File: config.mk
export PLATFORM = sky130hd
export DESIGN_NAME = atc_adc_ctrl_flat
export DESIGN_NICKNAME = d
export VERILOG_FILES = /design/src/hw/atc_pkg.sv /design/src/hw/atc_link_if.sv /design/src/hw/atc_adc_ctrl.sv /design/src/flat_wrapper.sv
export SDC_FILE = /design/constraint.sdc
export NUM_CORES = 1
export LEC_CHECK = 0
export BUFFER_PORTS_ARGS = -buffer_cell sky130_fd_sc_hd__buf_2
export CORE_AREA = 2 2 259 261
export CTS_CLUSTER_SIZE = 20
export DETAILED_ROUTE_END_ITERATION = 12
export DIE_AREA = 0 0 261 263
export GPL_TIMING_DRIVEN = 0
export PLACE_DENSITY = 0.79
export SYNTH_ARGS = -nofsm -noshare
export SYNTH_HDL_FRONTEND = slang
export SYNTH_SLANG_ARGS = --single-unit
File: constraint.sdc
create_clock -name mclk -period 5.65 [get_ports mclk]
set_input_delay 0 -clock mclk [delete_from_list [all_inputs] [get_ports mclk]]
set_output_delay 0 -clock mclk [all_outputs]
set_load 0.05 [all_outputs]
File: src/hw/atc_pkg.sv
// Purpose: shared constants, types and 8b/10b code tables for both ends
// Assumes: one clock, mclk at 50 MHz, on both ends
// Notes: code tables are the running-disparity-negative forms
package atc_pkg;
  localparam int NUM_CONV = 4;
  localparam int NUM_SUB = 8;
  localparam int NUM_LANES = 10;
  localparam int SAMPLE_W = 8;
  localparam int CODE_W = 10;
  localparam int SEED_W = 5;
  localparam int MCLK_MHZ = 50;
  // truncation: modulo counter and the 8-sample pattern (offsets 2, 4, 7)
  localparam int TRUNC_MOD = 26;
  localparam logic [7:0] TRUNC_MASK = 8'h94;
  // per-sub trigger values, all distinct and below TRUNC_MOD
  localparam logic [4:0] TRIG_VAL [NUM_SUB] = '{5'h02, 5'h05, 5'h08, 5'h0b,
                                                5'h0e, 5'h11, 5'h14, 5'h17};
  // calibration command and run time, in input clock cycles
  localparam int CAL_LOW_MIN = 80;
  localparam int CAL_HIGH_MIN = 80;
  localparam int CAL_MARGIN = 4;
  localparam int CAL_CYCLES_DEF = 2895000;
  localparam int CAL_CNT_W = 22;
  localparam int DET_CNT_W = 7;
  localparam int GEN_CNT_W = 8;
  // cycles after reset before pin levels are trusted
  localparam logic [2:0] SETTLE_CYC = 3'h5;
  // sample capture to lane word, 38..42 allowed
  localparam int LATENCY_CYC = 40;
  localparam int DL_DEPTH = LATENCY_CYC;
  typedef enum logic [1:0] {
    ATC_SINGLE = 2'h0,
    ATC_DUAL = 2'h1,
    ATC_QUAD = 2'h2
  } atc_mode_t;
  localparam atc_mode_t MODE_RST = ATC_QUAD;
  localparam logic [5:0] T6 [32] = '{
    6'h27, 6'h1d, 6'h2d, 6'h31, 6'h35, 6'h29, 6'h19, 6'h38,
    6'h39, 6'h25, 6'h15, 6'h34, 6'h0d, 6'h2c, 6'h1c, 6'h17,
    6'h1b, 6'h23, 6'h13, 6'h32, 6'h0b, 6'h2a, 6'h1a, 6'h3a,
    6'h33, 6'h26, 6'h16, 6'h36, 6'h0e, 6'h2e, 6'h1e, 6'h2b};
  localparam logic [3:0] T4 [8] = '{4'hb, 4'h9, 4'h5, 4'hc, 4'hd, 4'ha, 4'h6, 4'he};
  localparam logic [3:0] T4_ALT7 = 4'h7;

  // 8b/10b encode; returns {new disparity, abcdei fghj}
  function automatic logic [10:0] atc_enc(input logic [7:0] d, input logic rd);
    logic [5:0] c6;
    logic [3:0] c4;
    logic rd1;
    logic rd2;
    c6 = T6[d[4:0]];
    c4 = T4[d[7:5]];
    rd1 = ~rd;
    if ($countones(c6) == 3) begin
      rd1 = rd;
      if (rd && d[4:0] == 5'h07) c6 = ~c6;
    end else if (rd) begin
      c6 = ~c6;
    end
    if (d[7:5] == 3'h7 && (rd1 ? (d[4:0] == 5'h0b || d[4:0] == 5'h0d || d[4:0] == 5'h0e)
                               : (d[4:0] == 5'h11 || d[4:0] == 5'h12 || d[4:0] == 5'h14)))
      c4 = T4_ALT7;
    rd2 = ~rd1;
    if ($countones(c4) == 2) begin
      rd2 = rd1;
      if (rd1 && d[7:5] == 3'h3) c4 = ~c4;
    end else if (rd1) begin
      c4 = ~c4;
    end
    return {rd2, c6, c4};
  endfunction

  // 8b/10b decode; returns {code error, byte}
  function automatic logic [8:0] atc_dec(input logic [9:0] c);
    logic [4:0] x;
    logic [2:0] y;
    logic hit6;
    logic hit4;
    x = '0;
    y = '0;
    hit6 = 1'b0;
    hit4 = 1'b0;
    for (int i = 0; i < 32; i++) begin
      if (c[9:4] == T6[i] || (c[9:4] == ~T6[i] && ($countones(T6[i]) != 3 || i == 7))) begin
        x = 5'(i);
        hit6 = 1'b1;
      end
    end
    for (int j = 0; j < 8; j++) begin
      if (c[3:0] == T4[j] || (c[3:0] == ~T4[j] && ($countones(T4[j]) != 2 || j == 3))) begin
        y = 3'(j);
        hit4 = 1'b1;
      end
    end
    if (c[3:0] == T4_ALT7 || c[3:0] == ~T4_ALT7) begin
      y = 3'h7;
      hit4 = 1'b1;
    end
    return {~(hit6 & hit4), y, x};
  endfunction
endpackage

File: src/hw/atc_link_if.sv
// Purpose: joins the converter control end and the receiver end
// Assumes: both ends on mclk; calPin and powerDown are pins to the device
// Notes: lane words are parallel 10-bit codes with a one-cycle strobe per lane
`timescale 1ns/1ps
interface atc_link_if;
  import atc_pkg::*;
  logic [CODE_W-1:0] laneWord [NUM_LANES];
  logic [NUM_LANES-1:0] laneValid;
  logic calPin;
  logic calRegBit;
  logic powerDown;
  atc_mode_t mode;
  logic inSelAC;
  logic inSelBD;
  logic dcCoupledSel;
  modport dev(output laneWord, laneValid,
              input calPin, calRegBit, powerDown, mode, inSelAC, inSelBD, dcCoupledSel);
  modport rcv(input laneWord, laneValid,
              output calPin, calRegBit, powerDown, mode, inSelAC, inSelBD, dcCoupledSel);
endinterface

File: src/hw/atc_adc_ctrl.sv
// Purpose: converter end: mode steering, selective truncation, lanes, calibration
// Assumes: coreSample holds each sub-converter's two's complement result
// Notes: power-on reset stands in for power-up
`timescale 1ns/1ps
module atc_adc_ctrl import atc_pkg::*; #(
  parameter int CAL_CYCLES = CAL_CYCLES_DEF
) (
  input wire logic mclk,
  input wire logic resetn,
  atc_link_if.dev link,
  input wire logic [SAMPLE_W-1:0] coreSample [NUM_SUB],
  input wire logic [NUM_SUB*SEED_W-1:0] noiseSeed,
  output logic [1:0] convInputSel [NUM_CONV],
  output logic [1:0] convPhase [NUM_CONV],
  output logic sampleBothEdges,
  output logic dcCoupledMode,
  output logic calRunning,
  output logic powerDownActive
);
  typedef enum logic [3:0] {
    CS_WAIT = 4'h1,
    CS_IDLE = 4'h2,
    CS_RUN = 4'h4,
    CS_PDN = 4'h8
  } atc_cal_state_t;

  atc_cal_state_t calState;
  logic [2:0] calSh;
  logic [2:0] pdSh;
  logic calLvl;
  logic pdLvl;
  logic [2:0] settleCnt;
  logic seedLoad;
  logic pdnNext;
  logic puPending;
  logic [DET_CNT_W-1:0] lowCnt;
  logic [DET_CNT_W-1:0] highCnt;
  logic cmdValid;
  logic regPrev;
  logic regRise;
  logic [CAL_CNT_W-1:0] calCnt;
  logic [1:0] phase;
  logic [SAMPLE_W-1:0] subOut [NUM_SUB];
  logic [SAMPLE_W-1:0] dlData [DL_DEPTH][2];
  logic [DL_DEPTH-1:0] dlValid;
  logic [3:0] lanePtr;
  logic [3:0] lanePtrOdd;
  logic [NUM_LANES-1:0] laneRd;
  logic [10:0] enc0;
  logic [10:0] enc1;

  // fold a raw noise value into the counter range
  function automatic logic [4:0] seedFold(input logic [SEED_W-1:0] v);
    return (v >= 5'(TRUNC_MOD)) ? 5'(v - 5'(TRUNC_MOD)) : v;
  endfunction

  // pin synchronisers; a level counts once stages two and three agree
  always_ff @(posedge mclk or negedge resetn) begin
    if (!resetn) begin
      calSh <= 3'h0;
      pdSh <= 3'h0;
      calLvl <= 1'b0;
      pdLvl <= 1'b0;
    end else begin
      calSh <= {calSh[1:0], link.calPin};
      pdSh <= {pdSh[1:0], link.powerDown};
      if (calSh[1] == calSh[2]) calLvl <= calSh[2];
      if (pdSh[1] == pdSh[2]) pdLvl <= pdSh[2];
    end
  end

  assign seedLoad = (calState == CS_WAIT) && (settleCnt == SETTLE_CYC);
  assign regRise = link.calRegBit & ~regPrev;
  assign calRunning = (calState == CS_RUN);
  assign powerDownActive = (calState == CS_PDN);
  assign pdnNext = pdLvl && (calState == CS_IDLE || calState == CS_PDN ||
                             (calState == CS_RUN && calCnt == '0));

  // pin command detector: long low, then long high
  always_ff @(posedge mclk or negedge resetn) begin
    if (!resetn) begin
      lowCnt <= '0;
      highCnt <= '0;
      cmdValid <= 1'b0;
      regPrev <= 1'b0;
    end else begin
      regPrev <= link.calRegBit;
      cmdValid <= 1'b0;
      if (pdLvl) begin
        lowCnt <= '0;
        highCnt <= '0;
      end else if (!calLvl) begin
        highCnt <= '0;
        if (lowCnt != DET_CNT_W'(CAL_LOW_MIN)) lowCnt <= lowCnt + 7'h01;
      end else if (lowCnt == DET_CNT_W'(CAL_LOW_MIN)) begin
        if (highCnt == DET_CNT_W'(CAL_HIGH_MIN - 1)) begin
          cmdValid <= 1'b1;
          lowCnt <= '0;
          highCnt <= '0;
        end else begin
          highCnt <= highCnt + 7'h01;
        end
      end else begin
        lowCnt <= '0; // high without a full low phase
      end
    end
  end

  // calibration sequencer with power-down hand-off
  always_ff @(posedge mclk or negedge resetn) begin
    if (!resetn) begin
      calState <= CS_WAIT;
      settleCnt <= 3'h0;
      puPending <= 1'b1;
      calCnt <= '0;
    end else begin
      unique case (calState)
        CS_WAIT: begin
          settleCnt <= settleCnt + 3'h1;
          if (seedLoad) begin
            calState <= CS_IDLE;
            puPending <= ~calLvl;
          end
        end
        CS_IDLE: begin
          if (pdLvl) begin
            calState <= CS_PDN;
          end else if (puPending || cmdValid || regRise) begin
            calState <= CS_RUN;
            puPending <= 1'b0;
            calCnt <= CAL_CNT_W'(CAL_CYCLES - 1);
          end
        end
        CS_RUN: begin
          calCnt <= calCnt - 22'h000001;
          if (calCnt == '0) calState <= pdLvl ? CS_PDN : CS_IDLE;
        end
        CS_PDN: begin
          if (!pdLvl) calState <= CS_IDLE;
        end
      endcase
    end
  end

  // converter steering and sampling phase per mode
  always_ff @(posedge mclk or negedge resetn) begin
    if (!resetn) begin
      for (int c = 0; c < NUM_CONV; c++) begin
        convInputSel[c] <= 2'h0;
        convPhase[c] <= 2'h0;
      end
      sampleBothEdges <= 1'b0;
      dcCoupledMode <= 1'b0;
    end else begin
      dcCoupledMode <= link.dcCoupledSel;
      unique case (link.mode)
        ATC_SINGLE: begin
          for (int c = 0; c < NUM_CONV; c++) begin
            convInputSel[c] <= 2'h0;
            convPhase[c] <= 2'(c);
          end
          sampleBothEdges <= 1'b1;
        end
        ATC_DUAL: begin
          convInputSel[0] <= {1'b0, link.inSelAC};
          convInputSel[2] <= {1'b0, link.inSelAC};
          convInputSel[1] <= {1'b1, link.inSelBD};
          convInputSel[3] <= {1'b1, link.inSelBD};
          convPhase[0] <= 2'h0;
          convPhase[1] <= 2'h0;
          convPhase[2] <= 2'h2;
          convPhase[3] <= 2'h2;
          sampleBothEdges <= 1'b1;
        end
        default: begin
          convInputSel[0] <= 2'h0;
          convInputSel[2] <= 2'h1;
          convInputSel[1] <= 2'h2;
          convInputSel[3] <= 2'h3;
          for (int c = 0; c < NUM_CONV; c++) convPhase[c] <= 2'h0;
          sampleBothEdges <= 1'b0;
        end
      endcase
    end
  end

  // sub-converter sampling phase
  always_ff @(posedge mclk or negedge resetn) begin
    if (!resetn) phase <= 2'h0;
    else phase <= phase + 2'h1;
  end

  // per-sub truncation counter, delay latch and pattern position
  for (genvar k = 0; k < NUM_SUB; k++) begin : g_sub
    localparam logic [1:0] PH = 2'(k % 4);
    logic [4:0] cnt;
    logic hitLatch;
    logic [2:0] pos;
    logic takes;
    logic hit;
    assign takes = (phase == PH);
    assign hit = hitLatch | (cnt == TRIG_VAL[k]);
    always_ff @(posedge mclk or negedge resetn) begin
      if (!resetn) begin
        cnt <= 5'h00;
        hitLatch <= 1'b0;
        pos <= 3'h0;
      end else begin
        if (seedLoad) cnt <= seedFold(noiseSeed[k*SEED_W +: SEED_W]);
        else cnt <= (cnt == 5'(TRUNC_MOD - 1)) ? 5'h00 : cnt + 5'h01;
        if (takes) hitLatch <= 1'b0;
        else if (cnt == TRIG_VAL[k]) hitLatch <= 1'b1;
        if (takes && !hit) pos <= pos + 3'h1;
      end
    end
    // offset binary, LSB dropped where the pattern says and no delay
    assign subOut[k] = {~coreSample[k][7], coreSample[k][6:1],
                        coreSample[k][0] & (hit | ~TRUNC_MASK[pos])};
  end

  // latency line: earlier (delayed) sub first, then current
  always_ff @(posedge mclk or negedge resetn) begin
    if (!resetn) begin
      dlValid <= '0;
      for (int i = 0; i < DL_DEPTH; i++) begin
        dlData[i][0] <= '0;
        dlData[i][1] <= '0;
      end
    end else begin
      dlValid <= pdnNext ? '0 : {dlValid[DL_DEPTH-2:0], calState != CS_WAIT};
      dlData[0][0] <= subOut[{1'b1, phase}];
      dlData[0][1] <= subOut[{1'b0, phase}];
      for (int i = 1; i < DL_DEPTH; i++) dlData[i] <= dlData[i-1];
    end
  end

  assign lanePtrOdd = lanePtr + 4'h1;
  assign enc0 = atc_enc(dlData[DL_DEPTH-1][0], laneRd[lanePtr]);
  assign enc1 = atc_enc(dlData[DL_DEPTH-1][1], laneRd[lanePtrOdd]);

  // lane distribution with per-lane running disparity
  always_ff @(posedge mclk or negedge resetn) begin
    if (!resetn) begin
      for (int l = 0; l < NUM_LANES; l++) link.laneWord[l] <= '0;
      link.laneValid <= '0;
      laneRd <= '0;
      lanePtr <= 4'h0;
    end else begin
      link.laneValid <= '0;
      if (dlValid[DL_DEPTH-1] && !pdnNext) begin
        link.laneWord[lanePtr] <= enc0[9:0];
        link.laneWord[lanePtrOdd] <= enc1[9:0];
        laneRd[lanePtr] <= enc0[10];
        laneRd[lanePtrOdd] <= enc1[10];
        link.laneValid[lanePtr] <= 1'b1;
        link.laneValid[lanePtrOdd] <= 1'b1;
        lanePtr <= (lanePtr == 4'(NUM_LANES - 2)) ? 4'h0 : lanePtr + 4'h2;
      end
    end
  end
endmodule // atc_adc_ctrl

File: src/flat_wrapper.sv
// flat-port wrapper written by rule: the top's interface ports become plain ports
module atc_adc_ctrl_flat import atc_pkg::*;
#(
  parameter int CAL_CYCLES = CAL_CYCLES_DEF
)
  (mclk, resetn, coreSample, noiseSeed, convInputSel, convPhase, sampleBothEdges, dcCoupledMode, calRunning, powerDownActive, link_laneWord, link_laneValid, link_calPin, link_calRegBit, link_powerDown, link_mode, link_inSelAC, link_inSelBD, link_dcCoupledSel);
  atc_link_if link_i ();
  input wire logic mclk;
  input wire logic resetn;
  input wire logic [SAMPLE_W-1:0] coreSample[NUM_SUB];
  input wire logic [NUM_SUB*SEED_W-1:0] noiseSeed;
  output logic [1:0] convInputSel[NUM_CONV];
  output logic [1:0] convPhase[NUM_CONV];
  output logic sampleBothEdges;
  output logic dcCoupledMode;
  output logic calRunning;
  output logic powerDownActive;
  output wire logic [$bits(link_i.laneWord)-1:0] link_laneWord;
  output wire logic [$bits(link_i.laneValid)-1:0] link_laneValid;
  input wire logic [$bits(link_i.calPin)-1:0] link_calPin;
  input wire logic [$bits(link_i.calRegBit)-1:0] link_calRegBit;
  input wire logic [$bits(link_i.powerDown)-1:0] link_powerDown;
  input wire logic [$bits(link_i.mode)-1:0] link_mode;
  input wire logic [$bits(link_i.inSelAC)-1:0] link_inSelAC;
  input wire logic [$bits(link_i.inSelBD)-1:0] link_inSelBD;
  input wire logic [$bits(link_i.dcCoupledSel)-1:0] link_dcCoupledSel;
  assign link_laneWord = {>>{link_i.laneWord}};
  assign link_laneValid = link_i.laneValid;
  assign link_i.calPin = link_calPin;
  assign link_i.calRegBit = link_calRegBit;
  assign link_i.powerDown = link_powerDown;
  assign link_i.mode = link_mode;
  assign link_i.inSelAC = link_inSelAC;
  assign link_i.inSelBD = link_inSelBD;
  assign link_i.dcCoupledSel = link_dcCoupledSel;
  atc_adc_ctrl #(.CAL_CYCLES(CAL_CYCLES)) u_core (.mclk(mclk), .resetn(resetn), .link(link_i), .coreSample(coreSample), .noiseSeed(noiseSeed), .convInputSel(convInputSel), .convPhase(convPhase), .sampleBothEdges(sampleBothEdges), .dcCoupledMode(dcCoupledMode), .calRunning(calRunning), .powerDownActive(powerDownActive));
endmodule
---- Word level (Yosys, flattened, before mapping) ----
Memories as Yosys holds them, arrays and structs flattened.
Cells that the tools add are included.
cells by class
  equal/unequal tests ..................... 62
  magnitude comparators ................... 30
  reductions and logical operators ........ 62
  bitwise operators ....................... 60
  muxes and demuxes ....................... 131
  add/sub/neg operators ................... 47
operators by type and width
  cell                   number
  $bwmux W100            2
  $add A32 B32 Y32       6
  $eq A32 B3 Y1 const B  4
  $mux W5                24
  $eq A5 B5 Y1 const B   17
  $demux W10 S4          2
  $mux W4                19
  $mux W7                9
  $mux W6                10
  $ge A5 B5 Y1 const B   10
  $bmux W8 S3            2
  $eq A5 B4 Y1 const B   9
  $mux W22               2
  $pmux W22 S2           1
  $mux W1                42
  $add A5 B1 Y5 const B  8
  $mux W40               1
  $sub A5 B5 Y5 const B  8
  $lt A3 B4 Y1 const B   8
  $mux W8                4
  $mux W10               3
  $add A3 B1 Y3 const B  9
  $logic_and A1 B1 Y1    22
  $logic_not A22 Y1      1
  other kinds (56)       169
storage, ports and cells
  ROM bits ................................ 512
  logic and storage cells ................. 544
  bits in registers ....................... 946
  memories kept ........................... 12
  output and inout bits ................... 130
  bits of input ports ..................... 114
memory list
  name              words  width  read ports  clocked after memory_dff  write ports  line                 text
  (name not given)  32     6      1           0                         0            atc_pkg.sv:51        c6 = T6[d[4:0]];
  (name not given)  32     6      1           0                         0            atc_pkg.sv:51
  (name not given)  8      4      1           0                         0            atc_pkg.sv:52        c4 = T4[d[7:5]];
  (name not given)  8      4      1           0                         0            atc_pkg.sv:52
  (name not given)  8      1      1           0                         0            atc_adc_ctrl.sv:218  coreSample[k][0] & (hit | ~TRUNC_MASK[pos])};
  (name not given)  8      1      1           0                         0            atc_adc_ctrl.sv:218
  6 more memories   --     --     --          --                        --           --

---- Depth between registers and ports, before layout ----
  depth in word-level cells ............... 18
  gate-level depth with buffers ........... 27
  gate-level depth less buffers ........... 27

---- Worst setup path before layout ----
Ideal clock, no wire load.
  path type ............................... reg2reg
  from .................................... reg u_core.dlData[1] in the netlist's numbering
  to ...................................... reg u_core.link.laneWord[40]
  buffers on the path ..................... 0
  data arrival time ....................... 5.774 ns
  path slack .............................. -0.248 ns
  cell stages (with the launch flop) ...... 26
  library setup time ...................... 0.125 ns
  clock period less this slack ............ 5.898 ns
  required time ........................... 5.525 ns
  cell sequence ........................... dfrtp_1 > inv_1 > ha_1 > nand2_1 > o21ai_0 > mux4_2 > inv_1 > ha_1 > fa_1 > ha_1 > nor4bb_1 > nor3_1 > nor2_1 > mux2_2 > inv_1 > o21ai_0 > ha_1 > ha_1 > fa_1 > nor3b_1 > nor2_1 > nand3_1 > nand3_1 > a31oi_1 > o31ai_1 > mux2_2
on the way
  longest elaborated chain between the ends .. 17
  elaborated cells between the ends (all ways) .. 34
  those cells by class .................... add/sub: 8; eq/ne: 8; mux: 9; bitwise: 2; reduce/logical: 6; memory: 1
ends and longest elaborated chain
  what                                                 line                 text
  start, declared                                      atc_adc_ctrl.sv:44   logic [SAMPLE_W-1:0] dlData [DL_DEPTH][2];
  $not A5 Y6 (implied by the code)                     atc_pkg.sv:51
  $mem_v2 Z32 W6                                       --
  $mux W6 (implied by the code) (2 in a row)           atc_pkg.sv:51
  $add A1 B1 Y2 (implied by the code)                  atc_pkg.sv:54        if ($countones(c6) == 3) begin
  $add A32 B32 Y32 (implied by the code) (2 in a row)  atc_pkg.sv:54
  $eq A32 B3 Y1                                        atc_pkg.sv:54
  $mux W1                                              atc_pkg.sv:54
  $mux W1                                              atc_pkg.sv:60        if (d[7:5] == 3'h7 && (rd1 ? (d[4:0] == 5'h0b || d[4:0] == 5'h0d || d[4:0] == 5'h0e)
  $logic_and A1 B1 Y1                                  atc_pkg.sv:60
  $mux W4                                              atc_pkg.sv:60
  $add A1 B1 Y2 (implied by the code)                  atc_pkg.sv:64        if ($countones(c4) == 2) begin
  $add A32 B32 Y32 (implied by the code)               atc_pkg.sv:64
  $eq A32 B3 Y1                                        atc_pkg.sv:64
  $mux W4 *                                            atc_pkg.sv:64
  $bwmux W100 *                                        atc_adc_ctrl.sv:252  link.laneWord[lanePtrOdd] <= enc1[9:0];
  end signal, assigned by index                        atc_adc_ctrl.sv:251  link.laneWord[lanePtr] <= enc0[9:0];
  end signal, assigned by index                        atc_adc_ctrl.sv:252
  end, declared                                        atc_link_if.sv:16    modport dev(output laneWord, laneValid,
Every way passes the cells marked *; elsewhere a longest branch is shown, timed or not. The select of a mux whose other input is x is not followed.
A chain may end at the register's enable or synchronous reset.

---- Worst setup path in the final report ----
  from .................................... reg u_core.dlData[0] in the netlist's numbering
  to ...................................... reg u_core.link.laneWord[61]
Same word-level chain as after synthesis.

==> flow_summary.json <==
{
  "yosys.cell_types.count": 69,
  "cts_sinks": 939,
  "grt_pass1_vias": 19400,
  "max-clock-path-buffers": 3,
  "io_pins": 244,
  "ratio_of_final_minimum_period_to_clock_period_pct": 100,
  "post-route-util_pct": 58.5,
  "post_route_cells_drive_above_1_share_pct": 22.8,
  "postLayoutSetupSlackWorst_ns": -0.0252,
  "combined_area_of_all_synthesized_cells_sq_um": 31300,
  "design.final.nets": 2752,
  "post-dp-hpwl_um": 35600,
  "arrival_ns": 6.19,
  "power.density_cell_area_nw_per_um2": 404,
  "setup_tns_ns": -0.0327,
  "violations": "setup timing",
  "detailroute.via_count": 17800,
  "design.die.area_sq_um": 68600,
  "antennaDiodeCount": 0,
  "rr_endpoint": "u_core.link.laneWord[61]",
  "startpoint_to_endpoint_class_of_the_critical_path": "reg2reg",
  "clkTransAtPathRegs_ns": 0.06,
  "fin_worst_skew_ns": 0.0180,
  "synth_warnings": 0,
  "layout.cells.non_filler": 3479,
  "synthesis.instances": 2082,
  "routed_wirelength_normalized_by_instance_count_um": 17.7,
  "die_y_um": 263,
  "async_flop_share_pct": 100,
  "dp_slack_ns": -0.934,
  "critical_path_sink_type": "flop",
  "setup-violations-final": 3,
  "run_status": "complete, but fails checks",
  "multiInputGateArea_sq_um": 7540,
  "slew_violations": 0,
  "htree_levels": 3,
  "postSynthAreaPerCell_sq_um": 15.0,
  "synth_flop_cell": "dfrtp_1",
  "final_cell_mix": "dfrtp_1, buf_2, nor2_1, dlygate4sd3_1, nand2_1",
  "cts_inserted_buffers": 89,
  "groute.usage.overall_pct": 18.4,
  "synth_enable_flop_cells": 0,
  "worst_r2r_startpoint": "u_core.dlData[0]",
  "worst-slew-pin-transition_ns": 1.06,
  "maxCapViolCount": 0,
  "critical_path.endpoint": "u_core.link.laneWord[61]",
  "irDropWorstVdd_v": 0.000308,
  "reg2regPathDepth": 24,
  "drt-vias-per-instance": 5.12,
  "maximum_clock_frequency_mhz": 176,
  "report.final.hold_viol_count": 0,
  "ys_seq_area_share_pct": 75.1,
  "global_route.overflow_total": 0,
  "drtPass1Iterations": 6,
  "synth_seq_cells": 939,
  "setup.reg_to_reg.worst_slack_ns": -0.03,
  "std_cell_rows": 94,
  "buffer_ports.inserted": 237,
  "sequential_cell_area_sq_um": 23500,
  "crit_fanout": 5,
  "clock_insertion_delay_worst_skew_ns": 0.62,
  "postRouteAntennaNets": 0,
  "min-delay-path-class": "in2async",
  "area_growth_syn_to_layout_pct": 22.7,
  "timing.critical_path.required_ns": 6.16,
  "crit_path_start": "u_core.dlData[0]",
  "grt_setup_unrepaired": "yes",
  "worst_slew_margin_relative_to_its_limit_pct": 27.4,
  "coreArea_sq_um": 65600,
  "place_inst": 3195,
  "die-width_um": 261,
  "clock_tree_from_tritoncts": "built",
  "antenna_found_initial": 0,
  "period_minus_slack_ns": 5.68,
  "maximum_number_of_pins_on_one_net_before_global_route_repair": 142,
  "floorplan.initialDensity_pct": 47.7,
  "detailedRoute.firstIterationViolations": 1278,
  "fill_cells": 4733,
  "grt_pass1_wl_um": 101000,
  "static_power_due_to_leakage_nw": 18.2,
  "routed_wl_um": 61600,
  "final_common_cell": "dfrtp_1",
  "route.detailed.drc": 0,
  "place.gp.congestion": 0.841,
  "timing.critical_path.from_type": "flop",
  "clockRootBuffer": "clkbuf_16"
}
[layer usage]
layer	vias up	part of all wire (%)	global-route usage [%]	wire [um]
li1	7951	-	-	-
met1	9172	39	22.4	24100
met2	571	54	33.5	33300
met3	102	4.8	2.81	2970
met4	0	2.1	5.88	1330
met5	-	0	0	0
[flip-flops by register name, summed over array words and instances, names as in the netlist, 3 cells and up]
register               flops
u_core.link.laneWord     100
u_core.g_sub.hitLatch      8
u_core.dlData            640
u_core.g_sub.pos          24
u_core.laneRd             10
u_core.convInputSel        5
u_core.pdSh                3
u_core.link.laneValid     10
u_core.settleCnt           3
u_core.highCnt             7
u_core.g_sub.cnt          40
u_core.lanePtr             3
u_core.dlValid            40
u_core.calState            4
u_core.calCnt             22
u_core.calSh               3
u_core.lowCnt              7
[logic make-up (layout without fill, tap and decap cells)]
| family | after synthesis | count (layout) | share of synthesized area, % |
|---|---|---|---|
| AO/OA/AOI/OAI | 273 | 273 | 5.27 |
| XOR/XNOR | 90 | 90 | 2.52 |
| adder cells (fa/ha/maj) | 93 | 93 | 3.82 |
| buffers and inverters | 147 | 675 | 2.04 |
| flip-flops | 939 | 939 | 75.1 |
| multiplexers | 112 | 112 | 4.52 |
| other | 1 | 6 | 0.0120 |
| AND/OR/NAND/NOR | 427 | 427 | 6.74 |
[cell type report]
class                      instances  share of cell area, %
timing repair buffer             372                   6.88
multi-input combinational       1001                   19.6
clock inverter                    30                   1.14
buffer                            55                  0.779
clock buffer                     129                   6.67
tap                              864                   2.82
inverter                          89                  0.877
sequential                       939                   61.2
[synth_stat cells (all sizes together), types with 14 or more instances]
cell | instances | area share, %
nor4 | 14 | 0.28
a31oi | 15 | 0.30
mux2 | 85 | 3.1
nor2b | 53 | 1.1
nand2 | 95 | 1.1
ha | 86 | 3.4
nor2 | 126 | 1.5
o22ai | 27 | 0.54
dfrtp | 937 | 75
nor3 | 27 | 0.43
mux4 | 15 | 1.1
clkbuf | 29 | 0.36
inv | 86 | 1.0
buf | 29 | 0.62
xor2 | 20 | 0.56
a21oi | 88 | 1.4
o21ai | 77 | 1.2
xnor2 | 70 | 2.0
nand3 | 45 | 0.72
[metrics by stage]
stage	power, W	area (sq um)	hold slack (ns)
final	0.0155	38400	0.0288
after global routing	0.0162	38400	0.0253
after CTS	0.0156	38200	0.00159
after detailed placement	0.00930	33800	-0.0435
after global placement	0.00914	33600	0.108
after floorplan	0.00869	31300	-0.296
[critical path: stages, from the launching register on]
cell and delay (ns):
dfrtp_2 0.43, buf_4 0.17, ha_4 0.17, nor2b_2 0.18
a21oi_1 0.06, o311a_1 0.34, ha_2 0.20, fa_1 0.48
ha_4 0.29, nor4bb_4 0.34, nor3_4 0.07, nor2_2 0.17
mux2_4 0.33, inv_2 0.06, o21ai_2 0.04, ha_1 0.30
ha_2 0.18, fa_2 0.56, nor3b_4 0.23, nor2_1 0.07
nand3_1 0.14, a21oi_1 0.09, a21oi_1 0.16, o2111ai_2 0.23
a31oi_1 0.28
[power by group]
| group | switching (W) | internal [W] |
|---|---|---|
| combinational | 0.000978 | 0.000744 |
| sequential | 0.000392 | 0.00732 |
| clock | 0.00249 | 0.00358 |
[timing repair]
action | in CTS | in global routing
endpoints found under the hold margin | 464 | 0
setup endpoints to repair | 33 | 50
setup buffers | 12 | 9
pin swaps | 12 | 29
hold buffers | 108 | 0
gates resized for setup | 40 | 44
[worst min-delay path by stage]
| stage | endpoint | slack, ns | cells after the start |
|---|---|---|---|
| floorplan | u_core.calCnt[0] | -0.30 | 0 |
| global placement | u_core.dcCoupledMode | 0.11 | 1 |
| detailed placement | u_core.link.laneValid[2] | -0.04 | 1 |
| CTS | u_core.regPrev | 0.002 | 2 |
| global route | u_core.regPrev | 0.03 | 2 |
| finish | u_core.link.laneValid[2] | 0.03 | 3 |
Note: power is estimated with default switching activity, not from simulation.
